`config.mk`:
```
export PLATFORM = sky130hd
export DESIGN_NAME = chop_and_current_detect_config
export DESIGN_NICKNAME = d
export VERILOG_FILES = /design/src/rtl/chop_detect_pkg.sv /design/src/rtl/chop_and_current_detect_config.sv
export VERILOG_INCLUDE_DIRS = /design/src /design/src/rtl
export SDC_FILE = /design/constraint.sdc
export NUM_CORES = 1
export LEC_CHECK = 0
export BUFFER_PORTS_ARGS = -buffer_cell sky130_fd_sc_hd__buf_2
export CELL_PAD_IN_SITES_DETAIL_PLACEMENT = 2
export CELL_PAD_IN_SITES_GLOBAL_PLACEMENT = 2
export CORE_ASPECT_RATIO = 0.5
export CORE_MARGIN = 1
export CORE_UTILIZATION = 25
export CTS_BUF_LIST = sky130_fd_sc_hd__clkbuf_4
export CTS_CLUSTER_DIAMETER = 200
export DETAILED_ROUTE_END_ITERATION = 8
export GPL_ROUTABILITY_DRIVEN = 0
export PLACE_DENSITY_LB_ADDON = 0.1
export SLEW_MARGIN = 20
export SYNTH_ARGS = -nofsm -noshare
export SYNTH_HDL_FRONTEND = slang
export SYNTH_SLANG_ARGS = --single-unit
export TNS_END_PERCENT = 5
```
`constraint.sdc`:
```
create_clock -name clk -period 10.1 [get_ports clk]
set_input_delay 0.505 -clock clk [delete_from_list [all_inputs] [get_ports clk]]
set_output_delay 0.505 -clock clk [all_outputs]
set_load 0.02 [all_outputs]
```
`src/rtl/chop_detect_params.svh`:
```
// Purpose: Constants of the chop and current-detect configuration block.
// Assumes: A 16-bit register port with a 4-bit word address.
// Notes: Offsets, reset values, field positions and window lengths.
//
// How it works
// [RQ1] With global chop on, each chop start waits 2^(code+1) clocks (code at 12:9, reset 3).
// [RQ2] Bit 7 low lets any channel declare a detection; high needs every channel.
// [RQ3] A channel qualifies after 2^code threshold hits in a window (code at 6:4, 1 to 128).
// [RQ4] Bits 3:1 pick a window of 128 to 3584 conversions; bit 0 (reset 0) runs detection.
// [RQ5] The threshold high word is a 16-bit read/write register at 7h resetting to 0000h.
// [RQ6] Bits 15:8 of the register at 8h hold the threshold low byte, under the high word.
// [RQ7] The chop and detect configuration register sits at 6h and resets to 0600h.
// [RQ8] Each window counts results above the threshold, flags a detection, then restarts.
`ifndef CHOP_DETECT_PARAMS_SVH
`define CHOP_DETECT_PARAMS_SVH

// ****************************************
// Register map
// ****************************************
`define CFG_ADDR 4'h6
`define THR_HI_ADDR 4'h7
`define THR_LO_ADDR 4'h8
`define IRQ_STAT_ADDR 4'hA
`define IRQ_MASK_ADDR 4'hB
`define STATE_ADDR 4'hC
`define CFG_RESET 16'h0600
`define THR_RESET 16'h0000
`define LO_BYTE_MSB 15
`define LO_BYTE_LSB 8
`define IRQ_DETECT 0
`define IRQ_SETTLED 1

// ****************************************
// Window lengths in conversions
// ****************************************
`define WIN_LEN0 12'd128
`define WIN_LEN1 12'd256
`define WIN_LEN2 12'd512
`define WIN_LEN3 12'd768
`define WIN_LEN4 12'd1280
`define WIN_LEN5 12'd1792
`define WIN_LEN6 12'd2560
`define WIN_LEN7 12'd3584

`endif

```
`src/rtl/chop_detect_pkg.sv`:
```
// Purpose: Types shared by the chop and current-detect block.
// Assumes: Nothing beyond the parameter header.
// Notes: The configuration struct mirrors the register bit by bit.
`default_nettype none
package chop_detect_pkg;

   // Register port request, all on the block clock.
   typedef struct packed {
      logic [3:0] addr;
      logic [15:0] wdata;
      logic wr;
      logic rd;
   } bus_req_type;

   // Configuration register, most significant field first.
   typedef struct packed {
      logic [2:0] reserved;
      logic [3:0] chop_settle_delay_sel;
      logic global_chop_on;
      logic detect_all_channels;
      logic [2:0] detect_hit_count_sel;
      logic [2:0] detect_window_length_sel;
      logic detect_mode_on;
   } cfg_type;

   typedef enum logic [1:0] {CHOP_IDLE, CHOP_SETTLE, CHOP_MEASURE} chop_state_type;

endpackage

`default_nettype wire

```
`src/rtl/chop_and_current_detect_config.sv`:
```
// Purpose: Chop settling delay and current-detect window logic with registers.
// Assumes: clk is the modulator clock; conversion results arrive on the same clock.
// Notes: Register reads answer one cycle after the strobe; ce low freezes everything.
//
// Our own choice: strobed register access.
`timescale 1ns/1ps
`include "chop_detect_params.svh"
`default_nettype none

module chop_and_current_detect_config #(
   parameter int NCH = 3
) (
   // Clock, reset and enable
   input wire logic clk,
   input wire logic rstn,
   input wire logic ce,
   // Register port
   input wire chop_detect_pkg::bus_req_type busReq,
   output logic [15:0] rdata,
   // Conversion stream
   input wire logic chopStart,
   input wire logic convValid,
   input wire logic [NCH-1:0][23:0] convData,
   // Status
   output logic chopSettling,
   output logic detectPulse,
   output logic detected,
   output logic irq
);
   import chop_detect_pkg::*;

   // ****************************************
   // Decoders
   // ****************************************

   // Settling delay of 2^(code+1) clocks, 17 bits to reach 65536.
   function automatic logic [16:0] chopDelay(input logic [3:0] code);
      chopDelay = 17'h00002 << code;
   endfunction

   // Required hits, 1 to 128.
   function automatic logic [7:0] hitsNeeded(input logic [2:0] code);
      hitsNeeded = 8'h01 << code;
   endfunction

   function automatic logic [11:0] windowLen(input logic [2:0] code);
      case (code)
         3'h0: windowLen = `WIN_LEN0;
         3'h1: windowLen = `WIN_LEN1;
         3'h2: windowLen = `WIN_LEN2;
         3'h3: windowLen = `WIN_LEN3;
         3'h4: windowLen = `WIN_LEN4;
         3'h5: windowLen = `WIN_LEN5;
         3'h6: windowLen = `WIN_LEN6;
         default: windowLen = `WIN_LEN7;
      endcase
   endfunction

   // Two's complement magnitude; the most negative code gives 800000h, still in range.
   function automatic logic [23:0] magnitude(input logic [23:0] x);
      magnitude = x[23] ? 24'(~x + 24'h000001) : x;
   endfunction

   // ****************************************
   // Registers
   // ****************************************
   logic [15:0] cfgReg;
   logic [15:0] thrHi;
   logic [7:0] thrLo;
   logic [1:0] irqStat;
   logic [1:0] irqMask;
   cfg_type cfg;
   logic wrCfg, wrHi, wrLo, wrStat, wrMask;
   logic [23:0] threshold;

   assign cfg = cfg_type'(cfgReg);
   assign wrCfg = ce && busReq.wr && busReq.addr == `CFG_ADDR;
   assign wrHi = ce && busReq.wr && busReq.addr == `THR_HI_ADDR;
   assign wrLo = ce && busReq.wr && busReq.addr == `THR_LO_ADDR;
   assign wrStat = ce && busReq.wr && busReq.addr == `IRQ_STAT_ADDR;
   assign wrMask = ce && busReq.wr && busReq.addr == `IRQ_MASK_ADDR;

   // [RQ6] full threshold
   assign threshold = {thrHi, thrLo};

   // Configuration register, reserved bits kept as written.
   always_ff @(posedge clk or negedge rstn) begin
      if (!rstn) begin
         // [RQ7] reset to 0600h
         cfgReg <= `CFG_RESET;
      end else if (wrCfg) begin
         cfgReg <= busReq.wdata;
      end
   end

   // Threshold high word and low byte.
   always_ff @(posedge clk or negedge rstn) begin
      if (!rstn) begin
         thrHi <= `THR_RESET;
         thrLo <= 8'h00;
      end else begin
         // [RQ5] high word write
         if (wrHi) begin
            thrHi <= busReq.wdata;
         end
         // [RQ6] low byte write
         if (wrLo) begin
            thrLo <= busReq.wdata[`LO_BYTE_MSB:`LO_BYTE_LSB];
         end
      end
   end

   // ****************************************
   // Chop settling
   // ****************************************
   chop_state_type chopState;
   logic [16:0] settleCnt;
   logic settleDone;

   assign settleDone = chopState == CHOP_SETTLE && settleCnt == 17'(chopDelay(
      cfg.chop_settle_delay_sel) - 17'h00001);
   assign chopSettling = chopState == CHOP_SETTLE;

   // A new chop start restarts the wait, so a late phase swap is never measured early.
   always_ff @(posedge clk or negedge rstn) begin
      if (!rstn) begin
         chopState <= CHOP_IDLE;
         settleCnt <= 17'h00000;
      end else if (ce) begin
         case (chopState)
            CHOP_IDLE: begin
               settleCnt <= 17'h00000;
               if (cfg.global_chop_on && chopStart) begin
                  chopState <= CHOP_SETTLE;
               end
            end
            CHOP_SETTLE: begin
               // [RQ1] count the delay
               if (!cfg.global_chop_on) begin
                  chopState <= CHOP_IDLE;
               end else if (chopStart) begin
                  settleCnt <= 17'h00000;
               end else if (settleDone) begin
                  chopState <= CHOP_MEASURE;
               end else begin
                  settleCnt <= settleCnt + 17'h00001;
               end
            end
            CHOP_MEASURE: begin
               settleCnt <= 17'h00000;
               if (!cfg.global_chop_on) begin
                  chopState <= CHOP_IDLE;
               end else if (chopStart) begin
                  chopState <= CHOP_SETTLE;
               end
            end
            default: chopState <= CHOP_IDLE;
         endcase
      end
   end

   // ****************************************
   // Current detection
   // ****************************************
   logic [11:0] windowCnt;
   logic [NCH-1:0][7:0] hitCnt;
   logic [NCH-1:0][7:0] next_hitCnt;
   logic [NCH-1:0] hitMet;
   logic countable, windowEnd, qualify;

   assign countable = cfg.detect_mode_on && convValid && !chopSettling;
   assign windowEnd = countable && windowCnt == 12'(windowLen(
      cfg.detect_window_length_sel) - 12'h001);

   // Hits including the present conversion, saturating so a long window cannot wrap.
   always_comb begin
      for (int c = 0; c < NCH; c++) begin
         next_hitCnt[c] = hitCnt[c];
         // [RQ8] threshold exceeded
         if (magnitude(convData[c]) > threshold && hitCnt[c] != 8'hFF) begin
            next_hitCnt[c] = hitCnt[c] + 8'h01;
         end
         // [RQ3] hit number
         hitMet[c] = next_hitCnt[c] >= hitsNeeded(cfg.detect_hit_count_sel);
      end
   end

   // [RQ2] any or all channels
   assign qualify = cfg.detect_all_channels ? &hitMet : |hitMet;

   // Window position; detection off holds it cleared.
   always_ff @(posedge clk or negedge rstn) begin
      if (!rstn) begin
         windowCnt <= 12'h000;
      end else if (ce) begin
         // [RQ4] window length and enable
         if (!cfg.detect_mode_on || windowEnd) begin
            windowCnt <= 12'h000;
         end else if (countable) begin
            windowCnt <= windowCnt + 12'h001;
         end
      end
   end

   // Hit counters per channel.
   always_ff @(posedge clk or negedge rstn) begin
      if (!rstn) begin
         hitCnt <= '0;
      end else if (ce) begin
         // [RQ8] restart each window
         if (!cfg.detect_mode_on || windowEnd) begin
            hitCnt <= '0;
         end else if (countable) begin
            hitCnt <= next_hitCnt;
         end
      end
   end

   // Verdict at each window end; the level holds until the next window ends or detection is switched off.
   always_ff @(posedge clk or negedge rstn) begin
      if (!rstn) begin
         detectPulse <= 1'b0;
         detected <= 1'b0;
      end else if (ce) begin
         // [RQ8] declare detection
         detectPulse <= windowEnd && qualify;
         if (!cfg.detect_mode_on) begin
            detected <= 1'b0;
         end else if (windowEnd) begin
            detected <= qualify;
         end
      end
   end

   // ****************************************
   // Interrupts and read port
   // ****************************************
   // Sticky events; a set in the clearing cycle wins over the write of one.
   always_ff @(posedge clk or negedge rstn) begin
      if (!rstn) begin
         irqStat <= 2'h0;
         irqMask <= 2'h0;
      end else if (ce) begin
         irqStat[`IRQ_DETECT] <= detectPulse ||
            (irqStat[`IRQ_DETECT] && !(wrStat && busReq.wdata[`IRQ_DETECT]));
         irqStat[`IRQ_SETTLED] <= settleDone ||
            (irqStat[`IRQ_SETTLED] && !(wrStat && busReq.wdata[`IRQ_SETTLED]));
         if (wrMask) begin
            irqMask <= busReq.wdata[1:0];
         end
      end
   end

   assign irq = |(irqStat & irqMask);

   // Read data for exactly the cycle after the strobe; unmapped words read zero.
   always_ff @(posedge clk or negedge rstn) begin
      if (!rstn) begin
         rdata <= 16'h0000;
      end else if (ce) begin
         rdata <= 16'h0000;
         if (busReq.rd) begin
            case (busReq.addr)
               `CFG_ADDR: rdata <= cfgReg;
               `THR_HI_ADDR: rdata <= thrHi;
               `THR_LO_ADDR: rdata <= {thrLo, 8'h00};
               `IRQ_STAT_ADDR: rdata <= {14'h0000, irqStat};
               `IRQ_MASK_ADDR: rdata <= {14'h0000, irqMask};
               `STATE_ADDR: rdata <= {windowCnt, 1'b0, detected, chopSettling,
                  chopState == CHOP_MEASURE};
               default: rdata <= 16'h0000;
            endcase
         end
      end
   end
endmodule

`default_nettype wire

```
After elaboration in Yosys (flattened, before gate mapping)
Index checks and enable logic that the tools add are counted.
{ "word_totals": {"ff_bits": 117, "inputBits": 99, "out_inout_bits": 20, "wordCells": 128} }
{ "classes": {"addsub": 10, "n_lt_le_gt_ge": 6, "eq_ne": 26, "shifts": 2, "muxes": 27, "bitwise_logic": 4, "n_reduce_logical": 39} }
{ "op_table": {"columns": ["op", "n"], "rows": [
  ["24-bit two-way mux", 5],
  ["16-bit one-hot mux with 6 select lines", 1],
  ["12-bit one-hot mux with 7 select lines", 1],
  ["24-bit by 1-bit adder with 24-bit output, second input constant", 3],
  ["24-bit greater-than comparator", 3],
  ["24-bit NOT", 3],
  ["17-bit two-way mux", 3],
  ["17-bit one-hot mux with 2 select lines", 1],
  ["8-bit by 1-bit adder with 8-bit output, second input constant", 3],
  ["8-bit greater-or-equal comparator", 3],
  ["12-bit two-way mux", 2],
  ["8-bit two-way mux", 3],
  ["8-bit != test, second input constant", 3],
  ["1-bit logical AND", 19],
  ["17-bit by 1-bit adder with 17-bit output, second input constant", 1],
  ["17-bit equality test", 1],
  ["2-bit by 4-bit << shifter with 17-bit output, first input constant", 1],
  ["17-bit by 1-bit subtractor with 17-bit output, second input constant", 1],
  ["4-bit equality test, second input constant", 4],
  ["16-bit two-way mux", 1],
  ["12-bit by 1-bit adder with 12-bit output, second input constant", 1],
  ["12-bit equality test", 1],
  ["2-bit two-way mux", 6],
  ["12-bit by 1-bit subtractor with 12-bit output, second input constant", 1],
  ["25 further kinds", 43]
]} }

Longest topological paths before layout
Gate-level depths: netlist of the first run.
{ "logic_depth": {"ltp_word": 11, "ltp_mapped": 25, "ltp_nobuf": 24} }

Worst setup path before layout of the first run
Ideal clock, no wire load.
{ "synth_path": {"kind": "input -> register", "from": "in convData[29] (netlist name)", "to": "reg detectPulse", "setup_time_ns": 0.121, "arrival_ns": 5.385, "required_time_ns": 9.979, "path_slack_ns": 4.594, "path_stages": 21, "path_cell_list": "or4_1 > or4_1 > nand2b_1 > or4_1 > o21ai_1 > xnor2_1 > ha_1 > a21oi_1 > nand2_1 > a221oi_1 > o211ai_1 > o21ai_1 > clkbuf_1 > mux2_2 > ha_1 > a21o_1 > a211oi_1 > o31a_1 > a311oi_1 > a21oi_1 > nand2_1"} }
{ "synth_between": {"elab_chain_len": 10, "word_cells_on_any_way": 11, "cone_classes": "add/sub: 1; order compare: 2; mux: 3; bitwise: 1; reduce/logical: 4"} }
{ "synth_rtl": {"columns": ["element", "line", "source"], "rows": [
  ["from (decl)", "chop_and_current_detect_config.sv:23", "input wire logic [NCH-1:0][23:0] convData,"],
  ["24-bit NOT", "chop_and_current_detect_config.sv:61", "magnitude = x[23] ? 24'(~x + 24'h000001) : x;"],
  ["24-bit by 1-bit adder with 24-bit output", "chop_and_current_detect_config.sv:61", null],
  ["24-bit two-way mux (*)", "chop_and_current_detect_config.sv:61", null],
  ["24-bit greater-than comparator (*)", "chop_and_current_detect_config.sv:180", "if (magnitude(convData[c]) > threshold && hitCnt[c] != 8'hFF) begin"],
  ["1-bit logical AND (*)", "chop_and_current_detect_config.sv:180", null],
  ["8-bit two-way mux (*)", "chop_and_current_detect_config.sv:180", null],
  ["8-bit greater-or-equal comparator (*)", "chop_and_current_detect_config.sv:184", "hitMet[c] = next_hitCnt[c] >= hitsNeeded(cfg.detect_hit_count_sel);"],
  ["3-bit OR reduction / 3-bit AND reduction (equally long branches)", "chop_and_current_detect_config.sv:189", "assign qualify = cfg.detect_all_channels ? &hitMet : |hitMet;"],
  ["1-bit two-way mux (*)", "chop_and_current_detect_config.sv:189", null],
  ["1-bit logical AND (*)", "chop_and_current_detect_config.sv:226", "detectPulse <= windowEnd && qualify;"],
  ["to (signal assigned)", "chop_and_current_detect_config.sv:226", null],
  ["to (decl)", "chop_and_current_detect_config.sv:26", "output logic detectPulse,"]
]} }
Every way passes the cells marked *; elsewhere a longest branch is shown, timed or not.
A chain may end at the register's enable or synchronous reset.

Final worst setup path of the first run
{ "layout_path": {"from": "in convData[29] (netlist name)", "to": "reg detected"} }
{ "layout_between": {"elab_chain_len": 11, "word_cells_on_any_way": 12, "cone_classes": "add/sub: 1; order compare: 2; mux: 5; bitwise: 1; reduce/logical: 3"} }
{ "layout_rtl": {"columns": ["element", "line", "source"], "rows": [
  ["24-bit NOT", "chop_and_current_detect_config.sv:61", null],
  ["24-bit by 1-bit adder with 24-bit output", "chop_and_current_detect_config.sv:61", null],
  ["24-bit two-way mux (*)", "chop_and_current_detect_config.sv:61", null],
  ["24-bit greater-than comparator (*)", "chop_and_current_detect_config.sv:180", null],
  ["1-bit logical AND (*)", "chop_and_current_detect_config.sv:180", null],
  ["8-bit two-way mux (*)", "chop_and_current_detect_config.sv:180", null],
  ["8-bit greater-or-equal comparator (*)", "chop_and_current_detect_config.sv:184", null],
  ["3-bit OR reduction / 3-bit AND reduction (equally long branches)", "chop_and_current_detect_config.sv:189", null],
  ["1-bit two-way mux (*)", "chop_and_current_detect_config.sv:189", null],
  ["1-bit two-way mux (*)", "chop_and_current_detect_config.sv:229", "end else if (windowEnd) begin"],
  ["1-bit two-way mux (*)", "chop_and_current_detect_config.sv:227", "if (!cfg.detect_mode_on) begin"],
  ["to (signal assigned)", "chop_and_current_detect_config.sv:230", "detected <= qualify;"],
  ["to (decl)", "chop_and_current_detect_config.sv:27", "output logic detected,"]
]} }
Every way passes the cells marked *; elsewhere a longest branch is shown, timed or not. The select of a mux whose other input is x is not followed.

==> out/qor.yml, run 1 <==
outcome:
  status: "finished, final reports clean"
place:
  dp_hpwl_mm: 31.7
  io_buffers: 118
  place_ws_ns: 3.67
sta:
  skew_ns: 0.0315
  setup_viol_count_final: 0
  worst_pin_slew_ns: 1.05
  setup_tns_ns: 0
  slew_headroom_pct: 29.8
  fmax_ghz: 0.170
  final.min_clock_period_ns: 5.89
  worst_slack_ns: 4.21
  rsz0062_at_grt: "false"
  fin_crit_sh_pct: 58.3
  slew_viol_final: 0
  final-hold-violation-count: 0
setup_path:
  critPathMaxFanout: 15
  crit_end: "detected"
  timing_worst_setup_path_type: "input port to flip-flop"
  crit_required_ns: 10.58
  r2r_start: "thrHi[5]"
  cp-end-kind: "flip-flop"
  startpoint_type: "input port"
  arrival_ns: 6.37
  reg2reg_slack_ns: 5.61
  cp-startpoint: "convData[29]"
  reg2reg_depth: 15
  rr_endpoint: "detected"
power_and_ir_drop:
  ir_worst_vdd_mv: 0.0478
  power_leakage_nw: 5.06
  power_density_nw_per_um2: 146
final_layout:
  syn2layout_area_growth_pct: 11.8
  fill_cells: 4691
  final_nets: 1519
  layout-drive-gt1-share_pct: 15.5
synth:
  synthFlopType: "dfrtp_1"
  synth_cells: 1232
  yosys_register_bits: 117
  yosysTopAreaCell: "dfrtp_1"
  synth_warnings: 0
  yosys.cell_types.count: 78
  synth_edf_count: 0
  synth_seq_area_share_pct: 27.9
  synth_area_um2: 10500
  synth_nets: 1437
  yosysTopAreaCellShare_pct: 27.4
  yosys-top-cells-area: "dfrtp_1 27%, ha_1 13%, xnor2_1 6.1%"
  synthTopCellsByCount: "132 x nand2_1, 115 x dfrtp_1, 106 x ha_1"
  postSynthAreaPerCell_um2: 8.53
  synth_most_common_cell: "nand2_1"
  async_flop_share_pct: 100
floorplanning:
  row_count: 52
  die_y_um: 147
  die_area_um2: 42900
  die_w_um: 292
  core_area_um2: 40900
  initial_core_util_pct: 25.7
  ioPinCount: 119
route:
  routed_wl_mm: 41.0
  wl_per_cell_um: 22.0
  viasPerCell: 5.43
  antenna_left: 0
  dr_total_vias: 10100
  drc: 0
  drt_iter0_drc: 367
  dr.pass1.iters: 5
clock_tree:
  h-tree-depth: 4
  cts-root-buf: "clkbuf_4"
  cts.sink_count: 117
  clk-insertion-delay-late_ns: 0.60
  cts_buffers: 17
  postCtsSetupBuffers: 0
  clockBufferDepth: 2
  cts_tree: "done"
  clkTransAtPathRegs_ns: 0.13
flow_run:
  maxCapViolations: 0
grt:
  grt_pass1_wl_mm: 64.6
  antenna_found_initial: 2
  gr-total-overflow: 0
  grt_max_degree: 71
  grt_pass1_vias: 11300
  grt_usage_pct: 19.5
hold_path:
  hold_path.class: "input port to flip-flop"
## metrics by stage
stage                     std cells  utilization, %  area (um^2)  power [mW]  hold slack (ns)
after floorplan                1232               -        10500        1.09            0.209
after global placement         1834            28.0        11500        1.33            0.470
after detailed placement       1834            28.0        11500        1.38            0.470
after CTS                      1867            28.7        11700        1.74           0.0523
after global routing           1868            28.7        11700        1.85           0.0815
final                          1868            28.7        11700        1.71            0.126
## worst min path at each step
stage / startpoint / end / slack [ns] / depth (start not counted)
2_1_floorplan: rstn / cfg[0] / 0.21 / 0
3_3_place_gp: rdata[3] / rdata[3] / 0.47 / 1
3_5_place_dp: rdata[2] / rdata[2] / 0.47 / 1
4_1_cts: busReq[5] / thrHi[3] / 0.05 / 3
5_1_grt: busReq[4] / thrHi[2] / 0.08 / 3
6_report: busReq[5] / thrHi[3] / 0.13 / 3
## cells by family after synthesis
kind of cell | synth area share [%]
simple gates | 20.9
compound gates | 22.0
flops | 27.9
mux | 2.43
xor+xnor | 8.50
fa+ha+maj | 12.6
buf+inv | 5.67
## report_power, final
| group | leakage (nW) | internal [mW] | switching, mW |
|---|---|---|---|
| sequential | 1.53 | 0.527 | 0.0849 |
| clock | 0.137 | 0.107 | 0.240 |
| combinational | 3.39 | 0.274 | 0.477 |
| total | 5.06 | 0.908 | 0.802 |
## repair_timing
| item | CTS | global route |
|---|---|---|
| gates resized for setup | 0 | 0 |
| endpoints found under the hold margin | 47 | 0 |
| setup endpoints to repair | 0 | 0 |
| hold buffers | 1 | 0 |
## per-layer routing
layer / GRT usage [%] / vias up / routed length (um)
li1: - / 4770 / -
met1: 25.5 / 5205 / 19500
met2: 33.8 / 138 / 19800
met3: 3.12 / 32 / 1230
met4: 4.21 / 0 / 434
met5: 0 / - / 0
## registers in the layout (all words and copies together) (netlist names)
register     count
cfg             16
chopState        2
detectPulse      1
detected         1
hitCnt          24
irqMask          2
irqStat          2
rdata           16
settleCnt       17
thrHi           16
thrLo            8
windowCnt       12
## critical path: stages
cell and delay, ns:
buf_2 0.12, or4_1 0.60, or4_1 0.48, nand2b_1 0.23
or4_1 0.54, o21ai_1 0.21, xnor2_1 0.14, ha_1 0.29
a21oi_1 0.16, nand2_1 0.07, a221oi_1 0.28, o211ai_1 0.18
o21ai_1 0.85, mux2_2 0.43, ha_1 0.27, a21o_1 0.16
a211oi_1 0.30, o31a_1 0.21, a311oi_1 0.13, a21oi_1 0.15
nand2_1 0.07
## final cells by class
type                            count  area [um^2]  share of cell area [%]
Clock inverter                     15          131                    1.12
Tap cell                          540          676                    5.75
Antenna cell                        1         2.50                  0.0213
Clock buffer                       17          128                    1.09
Timing Repair Buffer              127          663                    5.64
Sequential cell                   117         2930                    24.9
Inverter                           60          225                    1.92
Multi-Input combinational cell    991         6990                    59.5
## layout by cell type, fill, tap and decap left out, types with 32 or more instances in the layout
cell     netlist  layout
nor2_1        66      66
a21oi_1       53      53
nand4_1       32      32
o21ai_0       73      73
inv_1         59      59
dfrtp_1      115     115
nand2_1      132     132
nand3_1       36      36
xnor2_1       73      73
ha_1         106     106
buf_2          3     117
No activity file was read; power rests on OpenSTA's default activity.
==> inputs of run 2 (changes only) <==
- ABC_AREA: default -> 1
- clock period: 10.1 -> 4.9 ns (I/O delays scaled with it)
==> run 2 against run 1 <==
Sequential power rose by 96%. Hold slack worse by 0.046 ns. Sequential share of layout area decreased by 1.9 points. Cell count rose by 25%. Power up 120%. Core utilization grew 1.3 points. Register-to-register slack got worse by 4.5 ns. Clock-buffer cell count did not move. Critical path type unchanged. Combinational power up 130%. Largest power group unchanged. Non-clock buffer count is 35 higher. Synthesized area rose by 3.6%. Setup slack lost 3.8 ns.
==> out/qor.yml, run 2 <==
synth:
  synth_seq_area_share_pct: 26.9  # was 27.9%
  synth_most_common_cell: "nand2_1"  # unchanged
  synth-simple-area-share_pct: 31.8  # was 20.9%
  synth_nets: 1806  # was 1437
  synth_cells: 1601  # was 1232
  postSynthAreaPerCell_um2: 6.80  # was 8.53 um^2
  synthTopCellsByCount: "431 x nand2_1, 210 x inv_1, 132 x nor2_1"  # was 132 x nand2_1, 115 x dfrtp_1, 106 x ha_1
  synth_top_family_by_area: "simple AND/OR/NAND/NOR gates"  # was compound AO/OA/AOI/OAI gates
  yosys-top-cells-area: "dfrtp_1 26%, nand2_1 15%, ha_1 12%"  # was dfrtp_1 27%, ha_1 13%, xnor2_1 6.1%
  yosysTopAreaCellShare_pct: 26.4  # was 27.4%
  synthFlopType: "dfrtp_1"  # unchanged
  yosys_register_bits: 117  # unchanged
  yosys.area_share.adder_pct: 12.2  # was 12.6%
  synth-compound-area-share_pct: 12.8  # was 22.0%
  synth_warnings: 0  # unchanged
  yosys.cell_types.count: 50  # was 78
  synth_edf_count: 0  # unchanged
  yosysTopAreaCell: "dfrtp_1"  # unchanged
  async_flop_share_pct: 100  # unchanged
  synthMuxAreaShare_pct: 0  # was 2.43%
  synthXorXnorAreaFrac_pct: 7.00  # was 8.50%
  synth_area_um2: 10900  # was 10500 um^2
floorplanning:
  core_area_um2: 42400  # was 40900 um^2
  die_area_um2: 44500  # was 42900 um^2
  row_count: 53  # was 52
  ioPinCount: 119  # unchanged
  die_y_um: 150  # was 147 um
  initial_core_util_pct: 25.7  # about the same
  die_w_um: 297  # was 292 um
final_layout:
  syn2layout_area_growth_pct: 16.8  # was 11.8%
  post-route-util_pct: 30.0  # was 28.7%
  largest_reg_flops: 24  # unchanged
  layout_commonest_cell: "nand2_1"  # unchanged
  final_nets: 1950  # was 1519
  layout_common_cells: "428 x nand2_1, 210 x inv_1, 132 x nor2_1"  # was 132 x nand2_1, 117 x buf_2, 115 x dfrtp_1
  layout-drive-gt1-share_pct: 12.7  # was 15.5%
  fill_cells: 5178  # was 4691
  largest-register: "hitCnt"  # unchanged
  largestRegisters: "hitCnt (24), settleCnt (17)"  # unchanged
  fin_cells: 2336  # was 1868
sta:
  final-hold-violation-count: 0  # unchanged
  skew_ns: 0.0339  # was 0.0315 ns
  setup_viol_count_final: 0  # unchanged
  setup_tns_ns: 0  # unchanged
  final.min_clock_period_ns: 4.48
  rsz0062_at_grt: "false"  # unchanged
  fmax_ghz: 0.223
  fin_crit_sh_pct: 91.5
  worst_pin_slew_ns: 0.973  # was 1.05 ns
  slew_viol_final: 0  # unchanged
  slew_headroom_pct: 34.9  # was 29.8%
clock_tree:
  cts.sink_count: 117  # unchanged
  cts-root-buf: "clkbuf_4"  # unchanged
  clk-insertion-delay-late_ns: 0.63  # was 0.60 ns
  h-tree-depth: 4  # unchanged
  clockBufferDepth: 2  # unchanged
  cts_tree: "done"  # unchanged
  clkTransAtPathRegs_ns: 0.13  # about the same
  cts_buffers: 17  # unchanged
grt:
  grt_max_degree: 47  # was 71
  gr-total-overflow: 0  # unchanged
  grt_usage_pct: 20.3  # was 19.5%
  grt_pass1_vias: 12600  # was 11300
  antenna_found_initial: 4  # was 2
  grt_pass1_wl_mm: 70.1  # was 64.6 mm
setup_path:
  timing_worst_setup_path_type: "input port to flip-flop"  # unchanged
  critPathMaxFanout: 8  # was 15
  rr_endpoint: "detectPulse"  # was detected
  crit_required_ns: 5.41  # was 10.58 ns
  arrival_ns: 4.99  # was 6.37 ns
  reg2reg_slack_ns: 1.13  # was 5.61 ns
  cp-end-kind: "flip-flop"  # unchanged
  cpPeakStageDelay_ns: 0.38  # was 0.85 ns
  crit_slowest_cell: "nor4b_1"  # was o21ai_1
  startpoint_type: "input port"  # unchanged
  r2r_start: "thrHi[11]"  # was thrHi[5]
  reg2reg_depth: 21  # was 15
  cpMostUsedCell: "nand2_1"  # was or4_1
outcome:
  status: "finished, final reports clean"  # unchanged
route:
  viasPerCell: 4.84  # was 5.43
  drt_iter0_drc: 343  # was 367
  routed_wl_mm: 44.0  # was 41.0 mm
  dr_total_vias: 11300  # was 10100
  dr.pass1.iters: 4  # was 5
  antenna_left: 0  # unchanged
  wl_per_cell_um: 18.9  # was 22.0 um
  drc: 0  # unchanged
power_and_ir_drop:
  ir_worst_vdd_mv: 0.145  # was 0.0478 mV
  power_leakage_nw: 6.31  # was 5.06 nW
  power_density_nw_per_um2: 296  # was 146 nW/um^2
hold_path:
  holdCritStartpoint: "chopStart"  # was busReq[5]
  whs_path_depth: 4  # was 3
  min_to: "settleCnt[11]"  # was thrHi[3]
  hold_path.class: "input port to flip-flop"  # unchanged
place:
  dp_hpwl_mm: 36.1  # was 31.7 mm
  io_buffers: 118  # unchanged
  place_inst: 2283  # was 1834
flow_run:
  maxCapViolations: 0  # unchanged
[run 2: cell types whose count changed in the layout (fill, tap and decap cells not counted), sizes merged, moves of 22 or more]
cell,before,now
inv,71,217
nor2,66,139
o41ai,26,0
nand3,36,118
or4,22,0
nand2,132,437
xor2,29,70
xnor2,73,17
o21ai,82,127
[run 2: repair_timing]
action,CTS,global route
setup endpoints to repair,0,2
gates resized for setup,0,3
hold buffers,20,0
endpoints found under the hold margin,71,0
buffers inserted,0,0
[run 2: cell type report]
cell class | instances | area [um^2] | share of cell area (%)
Clock inverter | 14 | 160 | 1.26
Inverter | 216 | 817 | 6.42
Tap cell | 577 | 722 | 5.68
Antenna cell | 2 | 5.00 | 0.0393
Multi-Input combinational cell | 1231 | 6960 | 54.8
Clock buffer | 17 | 128 | 1.00
Sequential cell | 117 | 2930 | 23.0
Timing Repair Buffer | 162 | 993 | 7.81
[run 2: worst max-delay path by stage]
stage | start | endpoint | slack [ns] | cells past startpoint
after global placement | convData[48] | detected | -0.17 | 32
after detailed placement | convData[48] | detectPulse | -0.44 | 32
final | convData[0] | detectPulse | 0.42 | 29
after CTS | convData[48] | detectPulse | 0.22 | 32
after global routing | convData[0] | detected | 0.002 | 33
after floorplan | convData[48] | detectPulse | 0.72 | 28
[run 2: cell families (layout without fill, tap and decap cells)]
group	count (synthesis)	count (layout)
XOR/XNOR	87	87
AND/OR/NAND/NOR	792	792
other	0	2
buffers and inverters	253	409
flip-flops	117	117
adder cells (fa/ha/maj)	106	106
AO/OA/AOI/OAI	246	246
[run 2: metal layers]
metal  up-vias  GRT usage (%)  part of all wire [%]
met1      5632           25.6                    47
met2        91           36.8                    50
met3        34           2.96                   2.4
met4         0           4.10                   1.3
li1       5540              -                     -
met5         -              0                     0
[run 2: worst max-delay path, delay by kind of cell]
kind / cells / cell delay [ns]
adders and majority gates: 2 / 0.57
buffers and inverters: 3 / 0.40
AOI/OAI and AO/OA: 4 / 0.49
and+or+nand+nor: 19 / 3.10
xor gates and xnor gates: 1 / 0.19
[run 2: power by group]
part	internal [mW]	switching (mW)	leakage, nW	total [mW]
combinational	0.600	1.16	4.57	1.76
clock	0.348	0.453	0.157	0.800
sequential	1.06	0.139	1.58	1.20
total	2.01	1.75	6.31	3.76
[run 2: metrics by stage]
step | setup WS, ns | hold WS (ns) | power [mW] | area [um^2]
2_1_floorplan | 0.722 | -0.0506 | 2.35 | 10900
3_3_place_gp | -0.171 | 0.227 | 2.88 | 12200
3_5_place_dp | -0.441 | 0.235 | 2.99 | 12200
4_1_cts | 0.217 | 0.0253 | 3.83 | 12700
5_1_grt | 0.00235 | 0.0413 | 4.11 | 12700
6_report | 0.417 | 0.0800 | 3.76 | 12700
==> inputs of run 3 (changes only) <==
- CTS_BUF_LIST: sky130_fd_sc_hd__clkbuf_4 -> default
==> run 3 against run 2 <==
Clock-buffer cell count is 2 higher. Clock power is 68% higher. Core utilization is 0.37 points higher. Cell count is 0.86% lower. Flip-flop and latch count stayed put. Setup slack worse by 0.053 ns. Critical path type unchanged. Non-clock buffer count is 19 lower. Die area stayed put. Clock skew is 0.024 ns lower. Power is 14% higher.
==> out/qor.yml, run 3 (synthesized netlist as in run 2, its figures left out) <==
route:
  dr.pass1.iters: 4  # unchanged
  viasPerCell: 4.87  # was 4.84
  dr_total_vias: 11300  # about the same
  drt_iter0_drc: 328  # was 343
  routed_wl_mm: 44.0  # about the same
  wl_per_cell_um: 19.0  # was 18.9 um
  antenna_left: 0  # unchanged
  drc: 0  # unchanged
final_layout:
  final_nets: 1931  # was 1950
  largest_reg_flops: 24  # unchanged
  layout_common_cells: "427 x nand2_1, 210 x inv_1, 130 x nor2_1"  # was 428 x nand2_1, 210 x inv_1, 132 x nor2_1
  layout-drive-gt1-share_pct: 13.3  # was 12.7%
  layout_commonest_cell: "nand2_1"  # unchanged
  design_area_um2: 12900  # was 12700 um^2
  largest-register: "hitCnt"  # unchanged
  largestRegisters: "hitCnt (24), settleCnt (17)"  # unchanged
  syn2layout_area_growth_pct: 18.2  # was 16.8%
  fill_cells: 5152  # was 5178
setup_path:
  timing_worst_setup_path_type: "input port to flip-flop"  # unchanged
  crit_required_ns: 5.24  # was 5.41 ns
  crit_slowest_cell: "nor4b_1"  # unchanged
  cpMostUsedCell: "nand2_1"  # unchanged
  cpPeakStageDelay_ns: 0.41  # was 0.38 ns
  startpoint_type: "input port"  # unchanged
  arrival_ns: 4.87  # was 4.99 ns
  cp-end-kind: "flip-flop"  # unchanged
  critPathMaxFanout: 7  # was 8
floorplanning:
  initial_core_util_pct: 25.7  # unchanged
  core_area_um2: 42400  # unchanged
  die_y_um: 150  # unchanged
  ioPinCount: 119  # unchanged
  row_count: 53  # unchanged
  die_area_um2: 44500  # unchanged
  die_w_um: 297  # unchanged
outcome:
  status: "finished, final reports clean"  # unchanged
sta:
  setup_tns_ns: 0  # unchanged
  fmax_ghz: 0.220  # was 0.223 GHz
  setup_viol_count_final: 0  # unchanged
  slew_viol_final: 0  # unchanged
  final.min_clock_period_ns: 4.54  # was 4.48 ns
  fin_crit_sh_pct: 92.6  # was 91.5%
  final-hold-violation-count: 0  # unchanged
  skew_ns: 0.0104  # was 0.0339 ns
  rsz0062_at_grt: "false"  # unchanged
  slew_headroom_pct: 36.2  # was 34.9%
  worst_pin_slew_ns: 0.953  # was 0.973 ns
clock_tree:
  clkTransAtPathRegs_ns: 0.06  # was 0.13 ns
  cts.sink_count: 117  # unchanged
  cts-root-buf: "clkbuf_16"  # was clkbuf_4
  cts_tree: "done"  # unchanged
  postCtsSetupBuffers: 0  # unchanged
  clockBufferDepth: 2  # unchanged
  clk-insertion-delay-late_ns: 0.45  # was 0.63 ns
  cts_buffers: 17  # unchanged
  h-tree-depth: 4  # unchanged
power_and_ir_drop:
  ir_worst_vdd_mv: 0.260  # was 0.145 mV
  power_density_nw_per_um2: 334  # was 296 nW/um^2
  power_leakage_nw: 6.37  # was 6.31 nW
grt:
  grt_max_degree: 47  # unchanged
  grt_usage_pct: 20.4  # was 20.3%
  grt_pass1_wl_mm: 70.2  # was 70.1 mm
  gr-total-overflow: 0  # unchanged
  grt_pass1_vias: 12600  # about the same
  antenna_found_initial: 2  # was 4
place:
  dp_hpwl_mm: 36.1  # unchanged
  io_buffers: 118  # unchanged
  placedInstanceArea_um2: 12200  # unchanged
hold_path:
  hold_path.class: "input port to flip-flop"  # unchanged
flow_run:
  maxCapViolations: 0  # unchanged
run 3: cell types whose count changed in the layout (fill, tap and decap cells not counted), moves of 2 or more:
cell and change:
dlygate4sd3_1 -19, clkbuf_16 +17, clkbuf_4 -17, clkbuf_8 +2
clkinv_1 -2, nor2_1 -2, nor2_2 +2, nor3_1 -2
run 3: path summary, 6_finish.rpt:
kind	startpoint	end	slack, ns	cells after the start
worst min register to register	rdata[4]	rdata[4]	0.49	2
worst max-delay path	convData[0]	detected	0.36	32
worst min-delay path	busReq[5]	cfg[3]	0.08	3
min in group asynchronous	rstn	thrHi[11]	0.29	2
max in group asynchronous	rstn	hitCnt[15]	3.53	3
worst max register to register	thrLo[5]	detected	1.18	20
run 3: timing repair:
| action | CTS | global route |
|---|---|---|
| setup endpoints to repair | 0 | 2 |
| hold buffers | 1 | 0 |
| hold endpoints to repair | 26 | 0 |
| resized for setup | 0 | 10 |
run 3: where the power goes:
group / switching [mW] / internal, mW
clock: 0.517 / 0.823
sequential: 0.139 / 1.06
combinational: 1.17 / 0.592
total: 1.82 / 2.48
run 3: stage by stage:
stage          worst slack [ns]  hold slack [ns]  instances  util [%]  total power, mW
2_1_floorplan             0.722          -0.0506       1601         -             2.35
4_1_cts                  0.0140           0.0563       2315      30.2             4.37
6_report                  0.364           0.0785       2316      30.3             4.30
5_1_grt                  0.0105           0.0959       2315      30.3             4.65
3_3_place_gp             -0.171            0.227       2282      28.7             2.88
3_5_place_dp             -0.441            0.235       2283      28.8             2.99
run 3: final cells by class:
cell class                 instances  area [um^2]  area share, %
multi-input combinational       1231         6990           54.3
clock inverter                    12          153           1.19
timing repair buffer             143          803           6.24
tap                              577          722           5.61
sequential                       117         2930           22.8
antenna                            1         2.50         0.0194
clock buffer                      19          453           3.52
inverter                         216          817           6.35
run 3: metal layers:
layer	up-vias	wire length (um)	track usage, %
li1	5512	-	-
met4	0	627	4.74
met1	5627	20500	25.7
met2	94	21900	36.8
met5	-	0	0
met3	39	998	2.86
run 3: critical path, delay by kind of cell:
| kind | cells | cell delay (ns) |
|---|---|---|
| AO/OA/AOI/OAI | 3 | 0.36 |
| XOR/XNOR | 1 | 0.26 |
| adder cells (fa/ha/maj) | 3 | 0.67 |
| buffers and inverters | 5 | 0.67 |
| AND/OR/NAND/NOR | 20 | 2.64 |
